**src/hdl/tty_pkg.sv**
```systemverilog
`default_nettype none
package tty_pkg;
	localparam int CLK_HZ = 40000000;
	// Element and stop times in microseconds, fastest rated speed
	localparam int ELEM_US = 13500;
	localparam int STOP_US = 19100;
	localparam int ELEM_CYC = (ELEM_US * (CLK_HZ / 1000000));
	localparam int STOP_CYC = (STOP_US * (CLK_HZ / 1000000));
	localparam int HALF_CYC = ELEM_CYC / 2;
	localparam int DATA_BITS = 5;
	localparam int COL_W = 7;
	localparam int LINE_W = 7;
	localparam logic [6:0] MARGIN_MAX = 7'h55;
	localparam logic [6:0] COL_FIRST = 7'h01;
	localparam logic [4:0] CODE_CR = 5'h08;
	localparam logic [4:0] CODE_LF = 5'h02;
	localparam logic [4:0] CODE_HT = 5'h09;
	localparam logic [4:0] CODE_VT = 5'h0f;
	localparam logic [4:0] CODE_FF = 5'h1e;
	localparam logic [4:0] CODE_WRU = 5'h12;
	localparam logic [4:0] CODE_DESEL = 5'h17;
	localparam logic [4:0] CODE_IDLE_MARK = 5'h1f;
	localparam int IDLE_CHARS = 16;
	localparam int ID_LEN = 2;
	localparam int AB_LEN = 4;
endpackage
`default_nettype wire

```
**src/hdl/tty_receiver.sv**
```systemverilog
`default_nettype none
module tty_receiver #(
	parameter int ELEM_CYCLES = tty_pkg::ELEM_CYC,
	parameter int STOP_CYCLES = tty_pkg::STOP_CYC,
	parameter int FORM_LINES = 66,
	parameter logic [24:0] STATION_ID = 25'h0_0421,
	parameter logic [19:0] ANSWER_BACK = 20'h4_2b61
) (
	// Clock, reset, enable
	input wire logic i_clk,
	input wire logic i_rst,
	input wire logic i_ce,
	// Signal line, high is marking
	input wire logic i_line,
	output logic o_line,
	// Local controls
	input wire logic [6:0] i_margin,
	input wire logic [84:0] i_tab_cols,
	input wire logic [127:0] i_tab_lines,
	input wire logic i_answer_key,
	input wire logic i_motor_req,
	// Printer side
	output logic o_char_valid,
	output logic [4:0] o_char,
	input wire logic i_char_ready,
	output logic [6:0] o_column,
	output logic [6:0] o_line_no,
	output logic o_carriage_return,
	output logic o_line_feed,
	output logic o_non_print,
	output logic o_motor_on,
	output logic o_framing_err
);
	// ==========================================================
	// Receive framing
	typedef enum {RX_IDLE, RX_START, RX_DATA, RX_STOP} rx_state_t;
	localparam int CNT_W = 24;
	localparam logic [CNT_W-1:0] ELEM_N = CNT_W'(ELEM_CYCLES - 1);
	localparam logic [CNT_W-1:0] HALF_N = CNT_W'(ELEM_CYCLES / 2 - 1);
	localparam logic [CNT_W-1:0] STOP_N = CNT_W'(STOP_CYCLES - ELEM_CYCLES / 2 - 1);

	rx_state_t rx_ff;
	logic [CNT_W-1:0] tmr_ff;
	logic [2:0] bit_ff;
	logic [4:0] shf_ff;
	logic line_d_ff;
	logic char_stb_ff;
	logic [4:0] char_ff;
	logic err_ff;

	always_ff @(posedge i_clk or posedge i_rst) begin
		if (i_rst) begin
			rx_ff <= RX_IDLE;
			tmr_ff <= '0;
			bit_ff <= 3'h0;
			shf_ff <= 5'h00;
			line_d_ff <= 1'b1;
			char_stb_ff <= 1'b0;
			char_ff <= 5'h00;
			err_ff <= 1'b0;
		end else if (i_ce) begin
			line_d_ff <= i_line;
			char_stb_ff <= 1'b0;
			case (rx_ff)
				RX_IDLE: begin
					// Falling edge of the line marks the start element
					if (line_d_ff && !i_line) begin
						rx_ff <= RX_START;
						tmr_ff <= HALF_N;
					end
				end
				RX_START: begin
					if (tmr_ff != '0) begin
						tmr_ff <= tmr_ff - 1'b1;
					end else if (i_line) begin
						// Glitch shorter than half an element is rejected
						rx_ff <= RX_IDLE;
					end else begin
						rx_ff <= RX_DATA;
						tmr_ff <= ELEM_N;
						bit_ff <= 3'h0;
					end
				end
				RX_DATA: begin
					if (tmr_ff != '0) begin
						tmr_ff <= tmr_ff - 1'b1;
					end else begin
						shf_ff <= {i_line, shf_ff[4:1]};
						tmr_ff <= ELEM_N;
						if (bit_ff == 3'(tty_pkg::DATA_BITS - 1)) begin
							rx_ff <= RX_STOP;
						end
						bit_ff <= bit_ff + 3'h1;
					end
				end
				RX_STOP: begin
					if (tmr_ff != '0) begin
						tmr_ff <= tmr_ff - 1'b1;
					end else begin
						// Stop sampled at centre; STOP_N is loaded but idle does not wait out the rest of the stop
						err_ff <= !i_line;
						char_stb_ff <= i_line;
						char_ff <= shf_ff;
						rx_ff <= RX_IDLE;
						tmr_ff <= STOP_N;
					end
				end
				default: rx_ff <= RX_IDLE;
			endcase
		end
	end

	// ==========================================================
	// Selective calling
	logic non_print_ff;
	logic [1:0] id_pos_ff;
	logic [4:0] id_char;

	assign id_char = STATION_ID[5*id_pos_ff +: 5];

	always_ff @(posedge i_clk or posedge i_rst) begin
		if (i_rst) begin
			non_print_ff <= 1'b0;
			id_pos_ff <= 2'h0;
		end else if (i_ce && char_stb_ff) begin
			// Release code returns the unit to normal printing; a completed call below wins
			if (non_print_ff && char_ff == tty_pkg::CODE_DESEL) begin
				non_print_ff <= 1'b0;
			end
			if (char_ff == id_char) begin
				if (id_pos_ff == 2'(tty_pkg::ID_LEN - 1)) begin
					non_print_ff <= 1'b1;
					id_pos_ff <= 2'h0;
				end else begin
					id_pos_ff <= id_pos_ff + 2'h1;
				end
			end else begin
				id_pos_ff <= 2'h0;
			end
		end
	end

	// ==========================================================
	// Function decode and carriage position
	logic active;
	logic is_func;
	logic [6:0] col_ff;
	logic [6:0] ln_ff;
	logic cr_ff;
	logic lf_ff;
	logic [6:0] margin;
	logic [6:0] next_tab;
	logic [6:0] next_vt;

	assign active = char_stb_ff && !non_print_ff;
	assign is_func = (char_ff == tty_pkg::CODE_CR) || (char_ff == tty_pkg::CODE_LF) ||
		(char_ff == tty_pkg::CODE_HT) || (char_ff == tty_pkg::CODE_VT) ||
		(char_ff == tty_pkg::CODE_FF) || (char_ff == tty_pkg::CODE_WRU) ||
		(char_ff == tty_pkg::CODE_DESEL);
	// Out-of-range settings clamp to the documented span
	assign margin = (i_margin == 7'h00) ? tty_pkg::COL_FIRST :
		(i_margin > tty_pkg::MARGIN_MAX) ? tty_pkg::MARGIN_MAX : i_margin;

	always_comb begin
		next_tab = margin;
		for (int c = 84; c >= 1; c--) begin
			if (i_tab_cols[c] && 7'(c + 1) > col_ff && 7'(c + 1) <= margin) begin
				next_tab = 7'(c + 1);
			end
		end
	end

	always_comb begin
		next_vt = tty_pkg::COL_FIRST;
		for (int l = 127; l >= 0; l--) begin
			if (i_tab_lines[l] && 7'(l) > ln_ff && l < FORM_LINES) begin
				next_vt = 7'(l);
			end
		end
	end

	always_ff @(posedge i_clk or posedge i_rst) begin
		if (i_rst) begin
			col_ff <= tty_pkg::COL_FIRST;
			ln_ff <= 7'h00;
			cr_ff <= 1'b0;
			lf_ff <= 1'b0;
		end else if (i_ce) begin
			cr_ff <= 1'b0;
			lf_ff <= 1'b0;
			if (active) begin
				if (char_ff == tty_pkg::CODE_CR) begin
					col_ff <= tty_pkg::COL_FIRST;
					cr_ff <= 1'b1;
				end else if (char_ff == tty_pkg::CODE_LF) begin
					ln_ff <= (ln_ff == 7'(FORM_LINES - 1)) ? 7'h00 : ln_ff + 7'h01;
					lf_ff <= 1'b1;
				end else if (char_ff == tty_pkg::CODE_HT) begin
					col_ff <= next_tab;
				end else if (char_ff == tty_pkg::CODE_VT) begin
					ln_ff <= next_vt;
					lf_ff <= 1'b1;
				end else if (char_ff == tty_pkg::CODE_FF) begin
					ln_ff <= 7'h00;
					lf_ff <= 1'b1;
				end else if (!is_func) begin
					if (col_ff >= margin) begin
						// Both actions in one step when sender omitted them
						col_ff <= tty_pkg::COL_FIRST;
						ln_ff <= (ln_ff == 7'(FORM_LINES - 1)) ? 7'h00 : ln_ff + 7'h01;
						cr_ff <= 1'b1;
						lf_ff <= 1'b1;
					end else begin
						col_ff <= col_ff + 7'h01;
					end
				end
			end
		end
	end

	// ==========================================================
	// Print path through two-entry buffer
	logic buf_ready;
	logic buf_valid;
	logic [4:0] buf_data;
	logic print_push;

	// Printables only, and none while deselected
	assign print_push = active && !is_func;

	tty_skid #(.W(5)) u_buf (
		.i_clk(i_clk),
		.i_rst(i_rst),
		.i_ce(i_ce),
		.i_valid(print_push),
		.i_data(char_ff),
		.o_ready(buf_ready),
		.o_valid(buf_valid),
		.o_data(buf_data),
		.i_ready(!o_char_valid || i_char_ready)
	);

	always_ff @(posedge i_clk or posedge i_rst) begin
		if (i_rst) begin
			o_char_valid <= 1'b0;
			o_char <= 5'h00;
		end else if (i_ce) begin
			if (!o_char_valid || i_char_ready) begin
				o_char_valid <= buf_valid;
				o_char <= buf_data;
			end
		end
	end

	// ==========================================================
	// Motor control and answer-back
	localparam int IDLE_W = 32;
	logic [IDLE_W-1:0] idle_ff;
	logic motor_ff;
	logic ab_req_ff;
	logic [3:0] ab_pos_ff;
	logic [CNT_W-1:0] ab_tmr_ff;
	logic [6:0] ab_shf_ff;
	logic [2:0] ab_bit_ff;
	logic tx_ff;
	logic ab_busy;

	assign ab_busy = (ab_bit_ff != 3'h0);

	always_ff @(posedge i_clk or posedge i_rst) begin
		if (i_rst) begin
			idle_ff <= '0;
			motor_ff <= 1'b0;
		end else if (i_ce) begin
			// Any space on the line, or local demand, keeps the motor running
			if (!i_line || i_motor_req || ab_busy || ab_req_ff) begin
				idle_ff <= '0;
				motor_ff <= 1'b1;
			end else if (idle_ff == IDLE_W'(tty_pkg::IDLE_CHARS * STOP_CYCLES * 8)) begin
				motor_ff <= 1'b0;
			end else begin
				idle_ff <= idle_ff + 1'b1;
			end
		end
	end

	always_ff @(posedge i_clk or posedge i_rst) begin
		if (i_rst) begin
			ab_req_ff <= 1'b0;
			ab_pos_ff <= 4'h0;
			ab_tmr_ff <= '0;
			ab_shf_ff <= 7'h7f;
			ab_bit_ff <= 3'h0;
			tx_ff <= 1'b1;
		end else if (i_ce) begin
			// Request is taken even while a sequence is going out
			if (i_answer_key || (active && char_ff == tty_pkg::CODE_WRU)) begin
				ab_req_ff <= 1'b1;
			end else if (!ab_busy && ab_req_ff && ab_pos_ff == 4'(tty_pkg::AB_LEN)) begin
				ab_req_ff <= 1'b0;
			end
			if (ab_busy) begin
				if (ab_tmr_ff != '0) begin
					ab_tmr_ff <= ab_tmr_ff - 1'b1;
				end else begin
					tx_ff <= ab_shf_ff[0];
					ab_shf_ff <= {1'b1, ab_shf_ff[6:1]};
					ab_bit_ff <= ab_bit_ff - 3'h1;
					ab_tmr_ff <= (ab_bit_ff == 3'h2) ? CNT_W'(STOP_CYCLES - 1) : ELEM_N;
				end
			end else if (ab_req_ff && ab_pos_ff != 4'(tty_pkg::AB_LEN)) begin
				tx_ff <= 1'b0;
				// Data elements first, then two marking slots that form the stop
				ab_shf_ff <= {2'b11, ANSWER_BACK[5*ab_pos_ff +: 5]};
				ab_bit_ff <= 3'h7;
				ab_tmr_ff <= ELEM_N;
				ab_pos_ff <= ab_pos_ff + 4'h1;
			end else if (!ab_req_ff) begin
				ab_pos_ff <= 4'h0;
			end
		end
	end

	// ==========================================================
	// Output registers
	always_ff @(posedge i_clk or posedge i_rst) begin
		if (i_rst) begin
			o_line <= 1'b1;
			o_column <= tty_pkg::COL_FIRST;
			o_line_no <= 7'h00;
			o_carriage_return <= 1'b0;
			o_line_feed <= 1'b0;
			o_non_print <= 1'b0;
			o_motor_on <= 1'b0;
			o_framing_err <= 1'b0;
		end else if (i_ce) begin
			o_line <= tx_ff;
			o_column <= col_ff;
			o_line_no <= ln_ff;
			o_carriage_return <= cr_ff;
			o_line_feed <= lf_ff;
			o_non_print <= non_print_ff;
			o_motor_on <= motor_ff;
			o_framing_err <= err_ff;
		end
	end
endmodule
`default_nettype wire

```
**src/hdl/tty_skid.sv**
```systemverilog
`default_nettype none
module tty_skid #(
	parameter int W = 5
) (
	input wire logic i_clk,
	input wire logic i_rst,
	input wire logic i_ce,
	// Fill side
	input wire logic i_valid,
	input wire logic [W-1:0] i_data,
	output logic o_ready,
	// Drain side
	output logic o_valid,
	output logic [W-1:0] o_data,
	input wire logic i_ready
);
	logic [W-1:0] mem_ff [2];
	logic [1:0] cnt_ff;
	logic rd_ff;
	logic wr_ff;
	logic push;
	logic pop;

	assign push = i_valid && (cnt_ff != 2'h2);
	assign pop = (cnt_ff != 2'h0) && i_ready;
	assign o_ready = (cnt_ff != 2'h2);
	assign o_valid = (cnt_ff != 2'h0);
	assign o_data = mem_ff[rd_ff];

	always_ff @(posedge i_clk or posedge i_rst) begin
		if (i_rst) begin
			cnt_ff <= 2'h0;
			rd_ff <= 1'b0;
			wr_ff <= 1'b0;
		end else if (i_ce) begin
			if (push) begin
				wr_ff <= ~wr_ff;
			end
			if (pop) begin
				rd_ff <= ~rd_ff;
			end
			cnt_ff <= 2'(cnt_ff + {1'b0, push} - {1'b0, pop});
		end
	end

	always_ff @(posedge i_clk) begin
		if (i_ce && push) begin
			mem_ff[wr_ff] <= i_data;
		end
	end
endmodule
`default_nettype wire

```
**config.mk**
```make
export PLATFORM = sky130hd
export DESIGN_NAME = tty_receiver
export DESIGN_NICKNAME = d
export VERILOG_FILES = /design/src/hdl/tty_pkg.sv /design/src/hdl/tty_receiver.sv /design/src/hdl/tty_skid.sv
export SDC_FILE = /design/constraint.sdc
export NUM_CORES = 1
export LEC_CHECK = 0
export ABC_AREA = 1
export ABC_CLOCK_PERIOD_IN_PS = 5250
export BUFFER_PORTS_ARGS = -buffer_cell sky130_fd_sc_hd__buf_2
export CAP_MARGIN = 30
export CORE_MARGIN = 2
export CORE_UTILIZATION = 52
export CTS_CLUSTER_DIAMETER = 100
export CTS_CLUSTER_SIZE = 24
export DETAILED_ROUTE_END_ITERATION = 10
export PLACE_DENSITY = 0.79
export SLEW_MARGIN = 30
export SYNTH_ARGS = -nofsm -noshare
export SYNTH_HDL_FRONTEND = slang
export SYNTH_SLANG_ARGS = --single-unit
```
**constraint.sdc**
```tcl
create_clock -name i_clk -period 5.25 [get_ports i_clk]
set_input_delay 0.2625 -clock i_clk [delete_from_list [all_inputs] [get_ports i_clk]]
set_output_delay 0.2625 -clock i_clk [all_outputs]
set_load 0.005 [all_outputs]
```
# Word-level counts from Yosys, hierarchy flattened
# Memory sizes are Yosys's and may differ from the RTL's. A register that Yosys moved wholly into a read port is not among the register bits.
# Index checks and enable logic that the tools add are counted.
# W data, S select, Z words.
[totals] elab_cells=843 memories=1 ff_bits=189 input_bits=227 out_inout_bits=26 ram_bits=10
[classes] bitwise=5 n_mux=227 n_lt_le_gt_ge=236 eq_ne=35 n_shift=2 n_addsub=11 reduce_logical=290 n_mul=2
[memory_table] memory="u_buf.mem_ff" words=2 word_bits=5 read_ports=1 rd_ports_with_merged_regs=1 write_ports=1 line="tty_skid.sv:17" source="logic [W-1:0] mem_ff [2];"
[op_table] cell="$mux W7" count=169
[op_table] cell="$gt A6 B7 Y1 const A" count=64
[op_table] cell="$logic_and A1 B1 Y1" count=246
[op_table] cell="$gt A5 B7 Y1 const A" count=32
[op_table] cell="$le A6 B7 Y1 const A" count=32
[op_table] cell="$mux W32" count=7
[op_table] cell="$mux W24" count=8
[op_table] cell="$gt A7 B7 Y1 const A" count=24
[op_table] cell="$le A7 B7 Y1 const A" count=22
[op_table] cell="$pmux W32 S4" count=1
[op_table] cell="$gt A4 B7 Y1 const A" count=16
[op_table] cell="$le A5 B7 Y1 const A" count=16
[op_table] cell="$pmux W24 S4" count=1
[op_table] cell="$eq A32 B2 Y1 const B" count=2
[op_table] cell="$gt A3 B7 Y1 const A" count=8
[op_table] cell="$le A4 B7 Y1 const A" count=8
[op_table] cell="$reduce_bool A24 Y1" count=2
[op_table] cell="$sub A24 B1 Y24 const B" count=2
[op_table] cell="$add A32 B1 Y32 const B" count=1
[op_table] cell="$eq A32 B1 Y1 const B" count=1
[op_table] cell="$eq A32 B27 Y1 const B" count=1
[op_table] cell="$logic_not A32 Y1" count=1
[op_table] cell="$gt A2 B7 Y1 const A" count=4
[op_table] cell="$le A3 B7 Y1 const A" count=4
[op_table] cell="48 further kinds" count=136

# Depth between registers and ports, before layout
# Gate-level depths: netlist of run 1.
[logic_depth] ltp_word=92 mapped_depth=92 depth_no_buf=92

# By module
# A second synthesis of run 1 with hierarchy kept.
[unflattened] cells_unflattened=2215 hier_area_um2=14152.3
[by_module_without_submodules] mod="tty_receiver" seq_area_each_um2=3966.3 area_per_inst_um2=13514.2 cells_per_inst=2153 n_inst=1
[by_module_without_submodules] mod="tty_skid" seq_area_each_um2=400.4 area_per_inst_um2=638.1 cells_per_inst=62 n_inst=1

# Worst setup path before layout of run 1
# No wires, ideal clock.
[synth_timing] path_kind="register -> register" from="reg col_ff[0]" to="reg col_ff[0]" path_slack_ps=56 path_buffers=0 path_stages_with_launch=91 setup_ps=68 arrival_ps=5126 t_required_ps=5182 cell_sequence="dfstp_2 inv_1 ha_1 inv_1 nor3_1 nand2_1 nand3_1 o21ai_0 nand2_1 nand2_1 nand2_1 nand2_1 nand2_1 nand2_1 nand2_1 nand2_1 nand2_1 nand2_1 [55 not listed] nand2_1 nand2_1 nand2_1 nand2_1 nand2_1 nand2_1 nand2_1 nand2_1 nand2_1 nand2_1 nand2_1 nand2_1 nand2_1 nand2_1 nand2_1 nand2_1 nand2_1 a21oi_2"
[synth_between] elab_chain_len=90 word_cells_on_any_way=345 cone_classes="1 x add/sub; 85 x order compare; 91 x mux; 168 x reduce/logical"
[synth_lines] item="start: declaration" line="tty_receiver.sv:147" source="logic [6:0] col_ff;"
[synth_lines] item="start signal: assignment" line="tty_receiver.sv:184" source="col_ff <= tty_pkg::COL_FIRST;"
[synth_lines] item="start signal: assignment" line="tty_receiver.sv:193" source="col_ff <= tty_pkg::COL_FIRST;"
[synth_lines] item="start signal: assignment" line="tty_receiver.sv:199" source="col_ff <= next_tab;"
[synth_lines] item="$gt A7 B7 Y1" line="tty_receiver.sv:167" source="if (i_tab_cols[c] && 7'(c + 1) > col_ff && 7'(c + 1) <= margin) begin"
[synth_lines] item="$logic_and A1 B1 Y1 (2 in series)" line="tty_receiver.sv:167"
[synth_lines] item="$mux W7 (84 in series)" line="tty_receiver.sv:167"
[synth_lines] item="$mux W7 (*)" line="tty_receiver.sv:198" source="end else if (char_ff == tty_pkg::CODE_HT) begin"
[synth_lines] item="$mux W7 (*)" line="tty_receiver.sv:195" source="end else if (char_ff == tty_pkg::CODE_LF) begin"
[synth_lines] item="$mux W7 (*)" line="tty_receiver.sv:192" source="if (char_ff == tty_pkg::CODE_CR) begin"
# Mark *: on every way between the ends. The rest lies on a longest branch, timed or not. The select of a mux whose other input is x is not followed.
# A chain may end at the register's enable or synchronous reset.

# Final worst setup path of run 1
[layout_timing] from="reg col_ff[1]" to="reg col_ff[0]"
# Same word-level chain as after synthesis.

==> reports/qor.yml, run 1 <==
outcome:
  status: "finished with violations"
  violations: "negative hold slack, negative setup slack"
worst_setup_path:
  r2r_end: "col_ff[0]$_DFFE_PP1P_"
  cp_top_family: "simple AND/OR/NAND/NOR gates"
  reg2reg_from: "col_ff[1]$_DFFE_PP0P_"
  worstSetupStartpoint: "col_ff[1]$_DFFE_PP0P_"
  reg2reg_depth: 82
  arrival_ns: 5.96
  worstPathRequired_ns: 5.61
  critPathKind: "reg -> reg"
  critical_path.startpoint_type: "flip-flop"
  critPathMaxStageDelay_ns: 0.41
  endpoint_kind: "flip-flop"
  path_max_fanout: 8
  crit_slowest_cell: "dfrtp_1"
  cpMostUsedCell: "nand2_1"
  worstPathBufferInverterCount: 2
  reg2reg_slack_ns: -0.35
clocking:
  cts_buffers: 17
  cts_buffer_depth: 2
  clkTransAtPathRegs_ns: 0.07
  root_buffer: "clkbuf_16"
  cts_max_level: 4
  cts_hold_buf: 0
  clk_latency_ns: 0.43
  cts_tree: "yes"
  clock_sinks: 172
global_route:
  gr-total-overflow: 0
  antenna_found_initial: 1
  grt_max_degree: 108
  grt_pass1_wl_um: 72510
  grt_pass1_vias: 14669
  grt_use_total_pct: 33.53
sta:
  fin_worst_skew_ns: 0.01286
  post-route-period-util_pct: 106.6
  hold_viol_final: 53
  fin_crit_ns: 5.597
  fmax_mhz: 178.7
  rsz0062_at_grt: "yes"
  drv_slew: 0
  finalSetupViolCount: 1
  fin_hold_ws_ns: -0.04233
  tightestPinTransition_ns: 0.8561
  worst_slack_ns: -0.3471
  slew_headroom_pct: 42.40
finish:
  fill_cells: 2373
  drive_above_1_share_pct: 18.54
  layout_commonest_cell: "nand2_1"
  register_area_mm2: 0.004374
  finalNetCount: 2662
  multi_input_area_mm2: 0.007899
  area_growth_pct: 22.40
  final_cell_mix: "nand2_1 (447), inv_1 (317), nor2_1 (298)"
  fin_cells: 2751
  num_antenna_cells: 0
flow_run:
  maxCapViolCount: 0
synth:
  synth-adder-area-share_pct: 2.954
  synth_top_family_by_area: "simple AND/OR/NAND/NOR gates"
  synthCells: 2083
  synth_xor_area_share_pct: 2.197
  synth-simple-area-share_pct: 32.10
  synthMuxAreaShare_pct: 0.08309
  seq_area_frac_synth_pct: 32.22
  synth_edf_count: 10
  synth_compound_area_share_pct: 20.16
  syn_nets: 2342
  synth-warning-count: 0
  yosys_register_bits: 172
  netlist_area_mm2: 0.01355
  syn_avg_cell_area_um2: 6.506
  ys_types: 60
  synth-async-reset-ratio_pct: 94.19
  synth_top_flop_cell: "dfrtp_1"
route:
  avgRoutedWirePerCell_um: 16.97
  drt_first_pass_iters: 6
  route.vias.total: 15718
  drc: 0
  drtIter0Drc: 1757
  wl_um: 46700
  antenna_left: 0
  viasPerCell: 5.714
pwr:
  peakVddDrop_v: 0.0002490
  p_per_area_mw_per_mm2: 275.3
  p_leak_nw: 8.382
floorplanning:
  die_x_um: 165.4
  start_util_pct: 52.46
  num_rows: 59
  core_mm2: 0.02584
  dieArea_mm2: 0.02737
  die_y_um: 165.4
  io_pins: 253
placed_design:
  post-place-ws_ns: -0.4459
  port_buffers: 188
  dp.cells: 2715
  dp_hpwl_um: 36350
  gp_congestion: 1.027
min_path:
  hold_path_class: "in -> async"
[power by group]
| group | switching (mW) | internal [mW] |
|---|---|---|
| Combinational | 0.948 | 0.600 |
| Sequential | 0.188 | 1.55 |
| Clock | 0.563 | 0.713 |
[final cells by class]
| type | instances | share of cell area, % |
|---|---|---|
| multi-input cells | 1542 | 47.62 |
| clock buffers | 18 | 2.587 |
| well taps | 335 | 2.527 |
| clock inverters | 14 | 1.026 |
| flip-flops and latches | 172 | 26.37 |
| repair buffers | 329 | 12.05 |
| inverters | 341 | 7.822 |
[repair_timing]
action,in CTS,in global routing
setup endpoints to repair,1,2
buffers inserted,1,3
gates resized for setup,13,43
cloned,0,0
pin swaps,7,5
[metrics by stage]
step	util, %	TNS (ns)	total power, mW	instance area (um^2)
floorplan	-	0	2.638	13550
global placement	61.31	-0.3809	3.186	15840
global route	64.20	-1.299	4.838	16590
CTS	63.79	-0.3313	4.528	16480
detailed placement	61.31	-0.4459	3.236	15840
finish	64.20	-0.3471	4.566	16590
[synth_stat cells (all sizes together), types with 18 or more instances]
| cell type | instances | share of area (%) |
|---|---|---|
| nand4 | 38 | 1.8 |
| clkbuf | 24 | 0.66 |
| a31oi | 18 | 0.83 |
| nor2 | 310 | 8.7 |
| dfrtp | 152 | 28 |
| a21oi | 131 | 4.9 |
| o21ai | 182 | 6.7 |
| nor3 | 58 | 2.1 |
| xor2 | 30 | 1.9 |
| inv | 333 | 9.3 |
| o2111ai | 46 | 3.0 |
| ha | 32 | 3.0 |
| nor4 | 27 | 1.2 |
| nand3 | 90 | 3.4 |
| nand2 | 470 | 14 |
[metal layers]
layer  wire [um]  global-route usage, %
met5          10                      0
met4        1554                  11.99
met3        3387                  4.870
met2       21800                  55.56
met1       19950                  44.80
[worst register-to-register path: cells and delay by family, from the launching register on]
| kind | cells | cell delay, ns |
|---|---|---|
| AND/OR/NAND/NOR | 77 | 4.20 |
| AO/OA/AOI/OAI | 3 | 0.63 |
| flip-flops | 1 | 0.41 |
| buffers and inverters | 2 | 0.34 |
[sequential cells by signal, indices dropped and copies added, names as in the netlist, 7 cells and up]
signal	flops
idle_ff	32
o_line_no	7
o_column	7
tmr_ff	24
ln_ff	7
ab_tmr_ff	24
col_ff	7
u_buf.mem_ff	10
[worst max-delay path by stage]
stage	to	slack (ns)	cells after the start
floorplan	col_ff[0]$_DFFE_PP1P_	0.06	90
global placement	col_ff[0]$_DFFE_PP1P_	-0.38	91
detailed placement	col_ff[0]$_DFFE_PP1P_	-0.45	91
CTS	col_ff[0]$_DFFE_PP1P_	-0.33	90
global route	col_ff[0]$_DFFE_PP1P_	-1.07	90
finish	col_ff[0]$_DFFE_PP1P_	-0.35	82
[cells by family after synthesis]
family | Yosys count
AOI/OAI and AO/OA | 461
xor gates and xnor gates | 34
adders and majority gates | 32
buffers and inverters | 369
DFF | 172
muxes | 1
and+or+nand+nor | 1014
No activity file was read; power rests on OpenSTA's default activity.
==> inputs of run 2 (changes only) <==
--- a/config.mk
+++ b/config.mk
@@ -14,7 +14,8 @@
 export CTS_CLUSTER_DIAMETER = 100
 export CTS_CLUSTER_SIZE = 24
 export DETAILED_ROUTE_END_ITERATION = 10
-export PLACE_DENSITY = 0.79
+export HOLD_SLACK_MARGIN = 0.02
+export PLACE_DENSITY = 0.78
 export SLEW_MARGIN = 30
 export SYNTH_ARGS = -nofsm -noshare
 export SYNTH_HDL_FRONTEND = slang
==> run 2 against run 1 <==
The run still ends with negative hold slack, negative setup slack left. Global-route usage is 0.13 points higher. Power increased by 2.3%. First-iteration DRC count down 9.7%. Worst setup slack lost 0.066 ns. Critical path depth is 6 higher. Hold slack hardly changed. Maximum frequency down 1.2%. Clock skew down 0.0027 ns. Clock-buffer cell count increased by 1. Non-clock buffer count increased by 15. Sequential share of layout area fell by 0.30 points. Largest cell class unchanged.
==> reports/qor.yml, run 2 (synthesized netlist as in run 1, its figures left out) <==
floorplanning:
  num_rows: 59  # unchanged
  core_mm2: 0.02584  # unchanged
  dieArea_mm2: 0.02737  # unchanged
  die_y_um: 165.4  # unchanged
  io_pins: 253  # unchanged
  start_util_pct: 52.46  # unchanged
  die_x_um: 165.4  # unchanged
flow_run:
  maxCapViolCount: 0  # unchanged
finish:
  drive_above_1_share_pct: 19.33  # was 18.54%
  design_area_mm2: 0.01678  # was 0.01659 mm^2
  largest_reg_flops: 32  # unchanged
  regMostFlops: "idle_ff"  # unchanged
  reg_top3: "idle_ff (32), ab_tmr_ff (24), tmr_ff (24)"  # unchanged
  final_cell_mix: "nand2_1 (449), inv_1 (314), nor2_1 (292)"  # was nand2_1 (447), inv_1 (317), nor2_1 (298)
  post-route-util_pct: 64.96  # was 64.20%
  layout_commonest_cell: "nand2_1"  # unchanged
  area_growth_pct: 23.84  # was 22.40%
  finalNetCount: 2677  # was 2662
  num_antenna_cells: 0  # unchanged
sta:
  hold_viol_final: 13  # was 53
  rsz0062_at_grt: "yes"  # unchanged
  slew_headroom_pct: 38.72  # was 42.40%
  fin_worst_skew_ns: 0.01018  # was 0.01286 ns
  fin_hold_ws_ns: -0.04256  # was -0.04233 ns
  post-route-period-util_pct: 107.9  # was 106.6%
  drv_slew: 0  # unchanged
  finalSetupViolCount: 1  # unchanged
  fmax_mhz: 176.6  # was 178.7 MHz
  finalSetupTns_ns: -0.4133  # was -0.3471 ns
  fin_crit_ns: 5.663  # was 5.597 ns
  tightestPinTransition_ns: 0.9108  # was 0.8561 ns
  worst_slack_ns: -0.4133  # was -0.3471 ns
global_route:
  antenna_found_initial: 1  # unchanged
  grt_pass1_wl_um: 72590  # was 72510 um
  grt_pass1_vias: 14502  # was 14669
  gr-total-overflow: 0  # unchanged
  grt_max_degree: 113  # was 108
  grt_use_total_pct: 33.66  # was 33.53%
route:
  route.met3.wl_um: 3338  # was 3387 um
  drtIter0Drc: 1587  # was 1757
  wl_met2_um: 21430  # was 21800 um
  viasPerCell: 5.666  # was 5.714
  wl_um: 46600  # was 46700 um
  antenna_left: 0  # unchanged
  avgRoutedWirePerCell_um: 16.85  # was 16.97 um
  route.vias.total: 15671  # was 15718
  routed.top_layer: "met5"  # unchanged
  met1_length_um: 19920  # was 19950 um
  drc: 0  # unchanged
  drt_first_pass_iters: 6  # unchanged
worst_setup_path:
  reg2reg_depth: 88  # was 82
  endpoint_kind: "flip-flop"  # unchanged
  critPathKind: "reg -> reg"  # unchanged
  r2r_end: "col_ff[0]$_DFFE_PP1P_"  # unchanged
  path_max_fanout: 3  # was 8
  worstPathRequired_ns: 5.60  # was 5.61 ns
  reg2reg_slack_ns: -0.41  # was -0.35 ns
  cpMostUsedCell: "nand2_1"  # unchanged
  arrival_ns: 6.01  # was 5.96 ns
  reg2reg_from: "col_ff[0]$_DFFE_PP1P_"  # was col_ff[1]$_DFFE_PP0P_
  crit_slowest_cell: "dfstp_2"  # was dfrtp_1
  critical_path.startpoint_type: "flip-flop"  # unchanged
  worstSetupStartpoint: "col_ff[0]$_DFFE_PP1P_"  # was col_ff[1]$_DFFE_PP0P_
  critPathMaxStageDelay_ns: 0.55  # was 0.41 ns
clocking:
  cts_hold_buf: 0  # unchanged
  clkTransAtPathRegs_ns: 0.07  # about the same
  root_buffer: "clkbuf_16"  # unchanged
  cts_max_level: 4  # unchanged
  cts_buffer_depth: 2  # unchanged
  cts_tree: "yes"  # unchanged
  cts_buffers: 17  # unchanged
  clock_sinks: 172  # unchanged
  clk_latency_ns: 0.42  # was 0.43 ns
pwr:
  p_total_mw: 4.673  # was 4.566 mW
  p_per_area_mw_per_mm2: 278.4  # was 275.3 mW/mm^2
  p_leak_nw: 8.480  # was 8.382 nW
  peakVddDrop_v: 0.0002692  # was 0.0002490 V
min_path:
  hold_path_class: "in -> async"  # unchanged
placed_design:
  port_buffers: 188  # unchanged
  gp_congestion: 1.028  # was 1.027
  place_area_mm2: 0.01587  # was 0.01584 mm^2
  dp_hpwl_um: 36110  # was 36350 um
outcome:
  status: "finished with violations"  # unchanged
  violations: "negative hold slack, negative setup slack"  # unchanged
==> run 2: repair_timing <==
item	in CTS	in global routing
endpoints found under the hold margin	0	0
gates resized for setup	14	58
pin swaps	5	23
setup endpoints to repair	1	2
setup buffers	1	14
==> run 2: power by group <==
part	total [mW]	internal, mW	switching, mW
clock	1.37	0.812	0.555
combinational	1.57	0.610	0.956
sequential	1.74	1.55	0.185
==> run 2: worst max path at each step <==
stage / endpoint / depth (start not counted) / slack, ns
detailed placement: col_ff[0]$_DFFE_PP1P_ / 91 / -0.45
finish: col_ff[0]$_DFFE_PP1P_ / 88 / -0.41
global route: col_ff[0]$_DFFE_PP1P_ / 88 / -1.32
floorplan: col_ff[0]$_DFFE_PP1P_ / 90 / 0.06
global placement: col_ff[0]$_DFFE_PP1P_ / 91 / -0.37
CTS: col_ff[0]$_DFFE_PP1P_ / 90 / -0.33
==> run 2: critical path: cells and delay by family, from the launching register on <==
kind	cells	cell delay [ns]
AND/OR/NAND/NOR	85	4.74
flip-flops	1	0.55
adder cells (fa/ha/maj)	1	0.22
buffers and inverters	1	0.06
AO/OA/AOI/OAI	1	0.05
==> run 2: cell type report <==
class / instances / area [um^2]
sequential: 172 / 4375
inverter: 341 / 1295
tap: 335 / 419.2
timing repair buffer: 344 / 2116
clock buffer: 19 / 432.9
multi-input combinational: 1542 / 7935
fill: 2362 / 9054
clock inverter: 13 / 210.2
==> run 2: per-layer routing <==
layer | track usage [%] | vias to the layer above
li1 | - | 7641
met3 | 5.145 | 148
met4 | 12.15 | 2
met1 | 45.83 | 7218
met5 | 0 | -
met2 | 54.51 | 662
==> run 2: stage by stage <==
| step | worst slack (ns) | hold WS [ns] | instances |
|---|---|---|---|
| 3_5_place_dp | -0.4492 | 0.4581 | 2719 |
| 6_report | -0.4133 | -0.04256 | 2766 |
| 5_1_grt | -1.316 | 0.03891 | 2766 |
| 2_1_floorplan | 0.05620 | 0.3742 | 2083 |
| 4_1_cts | -0.3288 | 0.02426 | 2752 |
| 3_3_place_gp | -0.3734 | 0.4485 | 2719 |
==> inputs of run 3 (changes only) <==
--- a/config.mk
+++ b/config.mk
@@ -15,7 +15,7 @@
 export CTS_CLUSTER_SIZE = 24
 export DETAILED_ROUTE_END_ITERATION = 10
 export HOLD_SLACK_MARGIN = 0.02
-export PLACE_DENSITY = 0.78
+export PLACE_DENSITY = 0.84
 export SLEW_MARGIN = 30
 export SYNTH_ARGS = -nofsm -noshare
 export SYNTH_HDL_FRONTEND = slang
==> run 3 against run 2 <==
The run still ends with negative hold slack, negative setup slack left. Final cell count is 0.25% lower. Design area fell by 0.65%. Clock-buffer cell count is 1 lower. Hold slack improved by 0.0048 ns. First-iteration DRC count decreased by 3.2%. Die area stayed put. Largest power group unchanged. Routed wire length rose by 3.4%. Combinational power about the same. Register-to-register slack got worse by 0.12 ns. Clock power decreased by 4%. Highest routed layer is now met4. Non-clock buffer count is 7 lower. Power is 1.2% lower.
==> reports/qor.yml, run 3 (synthesized netlist as in run 1, its figures left out) <==
worst_setup_path:
  worstPathBufferInverterCount: 2  # was 1
  cpMostUsedCell: "nand2_1"  # unchanged
  critPathKind: "reg -> reg"  # unchanged
  reg2reg_slack_ns: -0.53  # was -0.41 ns
  endpoint_kind: "flip-flop"  # unchanged
  r2r_end: "col_ff[0]$_DFFE_PP1P_"  # unchanged
  arrival_ns: 6.14  # was 6.01 ns
  crit_slowest_cell: "dfstp_2"  # unchanged
  cp_top_family: "simple AND/OR/NAND/NOR gates"  # unchanged
  critPathMaxStageDelay_ns: 0.59  # was 0.55 ns
  reg2reg_depth: 89  # was 88
  path_max_fanout: 3  # unchanged
  reg2reg_from: "col_ff[0]$_DFFE_PP1P_"  # unchanged
  critical_path.startpoint_type: "flip-flop"  # unchanged
  worstPathRequired_ns: 5.61  # was 5.60 ns
  worstSetupStartpoint: "col_ff[0]$_DFFE_PP1P_"  # unchanged
finish:
  final_cell_mix: "nand2_1 (452), inv_1 (318), nor2_1 (298)"  # was nand2_1 (449), inv_1 (314), nor2_1 (292)
  fill_cells: 2303  # was 2362
  reg_top3: "idle_ff (32), ab_tmr_ff (24), tmr_ff (24)"  # unchanged
  regMostFlops: "idle_ff"  # unchanged
  layout_commonest_cell: "nand2_1"  # unchanged
  register_area_mm2: 0.004377  # was 0.004375 mm^2
  area_growth_pct: 23.03  # was 23.84%
  drive_above_1_share_pct: 18.81  # was 19.33%
  multi_input_area_mm2: 0.007901  # was 0.007935 mm^2
  num_antenna_cells: 0  # unchanged
  finalNetCount: 2670  # was 2677
  largest_reg_flops: 32  # unchanged
clocking:
  clk_latency_ns: 0.43  # was 0.42 ns
  cts_buffers: 17  # unchanged
  root_buffer: "clkbuf_16"  # unchanged
  clkTransAtPathRegs_ns: 0.07  # about the same
  clock_sinks: 172  # unchanged
  cts_hold_buf: 0  # unchanged
  cts_buffer_depth: 2  # unchanged
  cts_max_level: 4  # unchanged
  cts_tree: "yes"  # unchanged
pwr:
  p_leak_nw: 8.428  # was 8.480 nW
  p_int_mw: 2.882  # was 2.977 mW
  p_sw_mw: 1.734  # was 1.696 mW
  clkPwrFrac_pct: 28.3  # was 29.3%
  p_per_area_mw_per_mm2: 276.8  # was 278.4 mW/mm^2
  pwr-share-seq_pct: 37.7  # was 37.2%
  switching_share_pct: 37.57  # was 36.30%
  peakVddDrop_v: 0.0002119  # was 0.0002692 V
  p_comb_share_pct: 34.0  # was 33.5%
sta:
  fin_worst_skew_ns: 0.01172  # was 0.01018 ns
  fin_hold_ws_ns: -0.03774  # was -0.04256 ns
  tightestPinTransition_ns: 0.8591  # was 0.9108 ns
  worst_slack_ns: -0.5283  # was -0.4133 ns
  post-route-period-util_pct: 110.1  # was 107.9%
  fmax_mhz: 173.1  # was 176.6 MHz
  finalSetupTns_ns: -0.5283  # was -0.4133 ns
  hold_viol_final: 47  # was 13
  finalSetupViolCount: 1  # unchanged
  rsz0062_at_grt: "yes"  # unchanged
  fin_crit_ns: 5.778  # was 5.663 ns
  drv_slew: 0  # unchanged
  slew_headroom_pct: 42.20  # was 38.72%
global_route:
  antenna_found_initial: 0  # was 1
  grt_pass1_vias: 14659  # was 14502
  gr-total-overflow: 0  # unchanged
  grt_use_total_pct: 34.34  # was 33.66%
  grt_max_degree: 110  # was 113
  grt_pass1_wl_um: 74000  # was 72590 um
route:
  route.vias.total: 15880  # was 15671
  drt_first_pass_iters: 5  # was 6
  drc: 0  # unchanged
  viasPerCell: 5.756  # was 5.666
  avgRoutedWirePerCell_um: 17.47  # was 16.85 um
  wl_um: 48210  # was 46600 um
  drtIter0Drc: 1536  # was 1587
  antenna_left: 0  # unchanged
outcome:
  violations: "negative hold slack, negative setup slack"  # unchanged
  status: "finished with violations"  # unchanged
min_path:
  hold_path_class: "in -> async"  # unchanged
floorplanning:
  die_y_um: 165.4  # unchanged
  start_util_pct: 52.46  # unchanged
  dieArea_mm2: 0.02737  # unchanged
  die_x_um: 165.4  # unchanged
  io_pins: 253  # unchanged
  num_rows: 59  # unchanged
  core_mm2: 0.02584  # unchanged
placed_design:
  gp_congestion: 1.015  # was 1.028
  post-place-ws_ns: -0.5034  # was -0.4492 ns
  port_buffers: 188  # unchanged
  dp_hpwl_um: 37360  # was 36110 um
flow_run:
  maxCapViolCount: 0  # unchanged
## run 3: through the flow
step | power [mW] | std cells | cell area [um^2] | hold WS [ns] | util [%]
5_1_grt | 4.869 | 2759 | 16670 | 0.04822 | 64.54
3_5_place_dp | 3.240 | 2718 | 15870 | 0.4601 | 61.40
3_3_place_gp | 3.188 | 2718 | 15860 | 0.4489 | 61.39
4_1_cts | 4.554 | 2750 | 16480 | 0.1061 | 63.79
2_1_floorplan | 2.638 | 2083 | 13550 | 0.3742 | -
6_report | 4.616 | 2759 | 16670 | -0.03774 | 64.54
## run 3: worst max-delay path by stage
stage	to	slack (ns)	depth (start not counted)
finish	col_ff[0]$_DFFE_PP1P_	-0.53	89
global placement	col_ff[0]$_DFFE_PP1P_	-0.46	90
global route	col_ff[0]$_DFFE_PP1P_	-1.49	91
detailed placement	col_ff[0]$_DFFE_PP1P_	-0.50	90
floorplan	col_ff[0]$_DFFE_PP1P_	0.06	90
CTS	col_ff[0]$_DFFE_PP1P_	-0.45	89
## run 3: what timing repair did
item / 4_1_cts / 5_1_grt
endpoints found under the setup margin: 1 / 3
pin swaps: 3 / 26
gates cloned: 0 / 0
buffers inserted: 0 / 9
resized for setup: 6 / 58
## run 3: power by group through the flow
stage	Sequential (mW)	Clock [mW]	Combinational (mW)
floorplan	1.70	0	0.934
global route	1.76	1.37	1.74
detailed placement	1.75	0	1.49
finish	1.74	1.31	1.57
CTS	1.73	1.31	1.52
global placement	1.74	0	1.45
## run 3: layout make-up
cell class                 count  area share, %
clock buffer                  18          2.574
tap                          335          2.514
multi-input combinational   1542          47.39
clock inverter                14          1.073
inverter                     341          7.811
timing repair buffer         337          12.40
sequential                   172          26.25
## run 3: metal layers
metal | share of wire, % | GRT usage (%) | vias up
li1 | - | - | 7616
met1 | 42 | 45.93 | 7403
met2 | 47 | 57.47 | 723
met3 | 7.0 | 4.346 | 138
met4 | 3.8 | 11.99 | 0
met5 | 0 | 0 | -
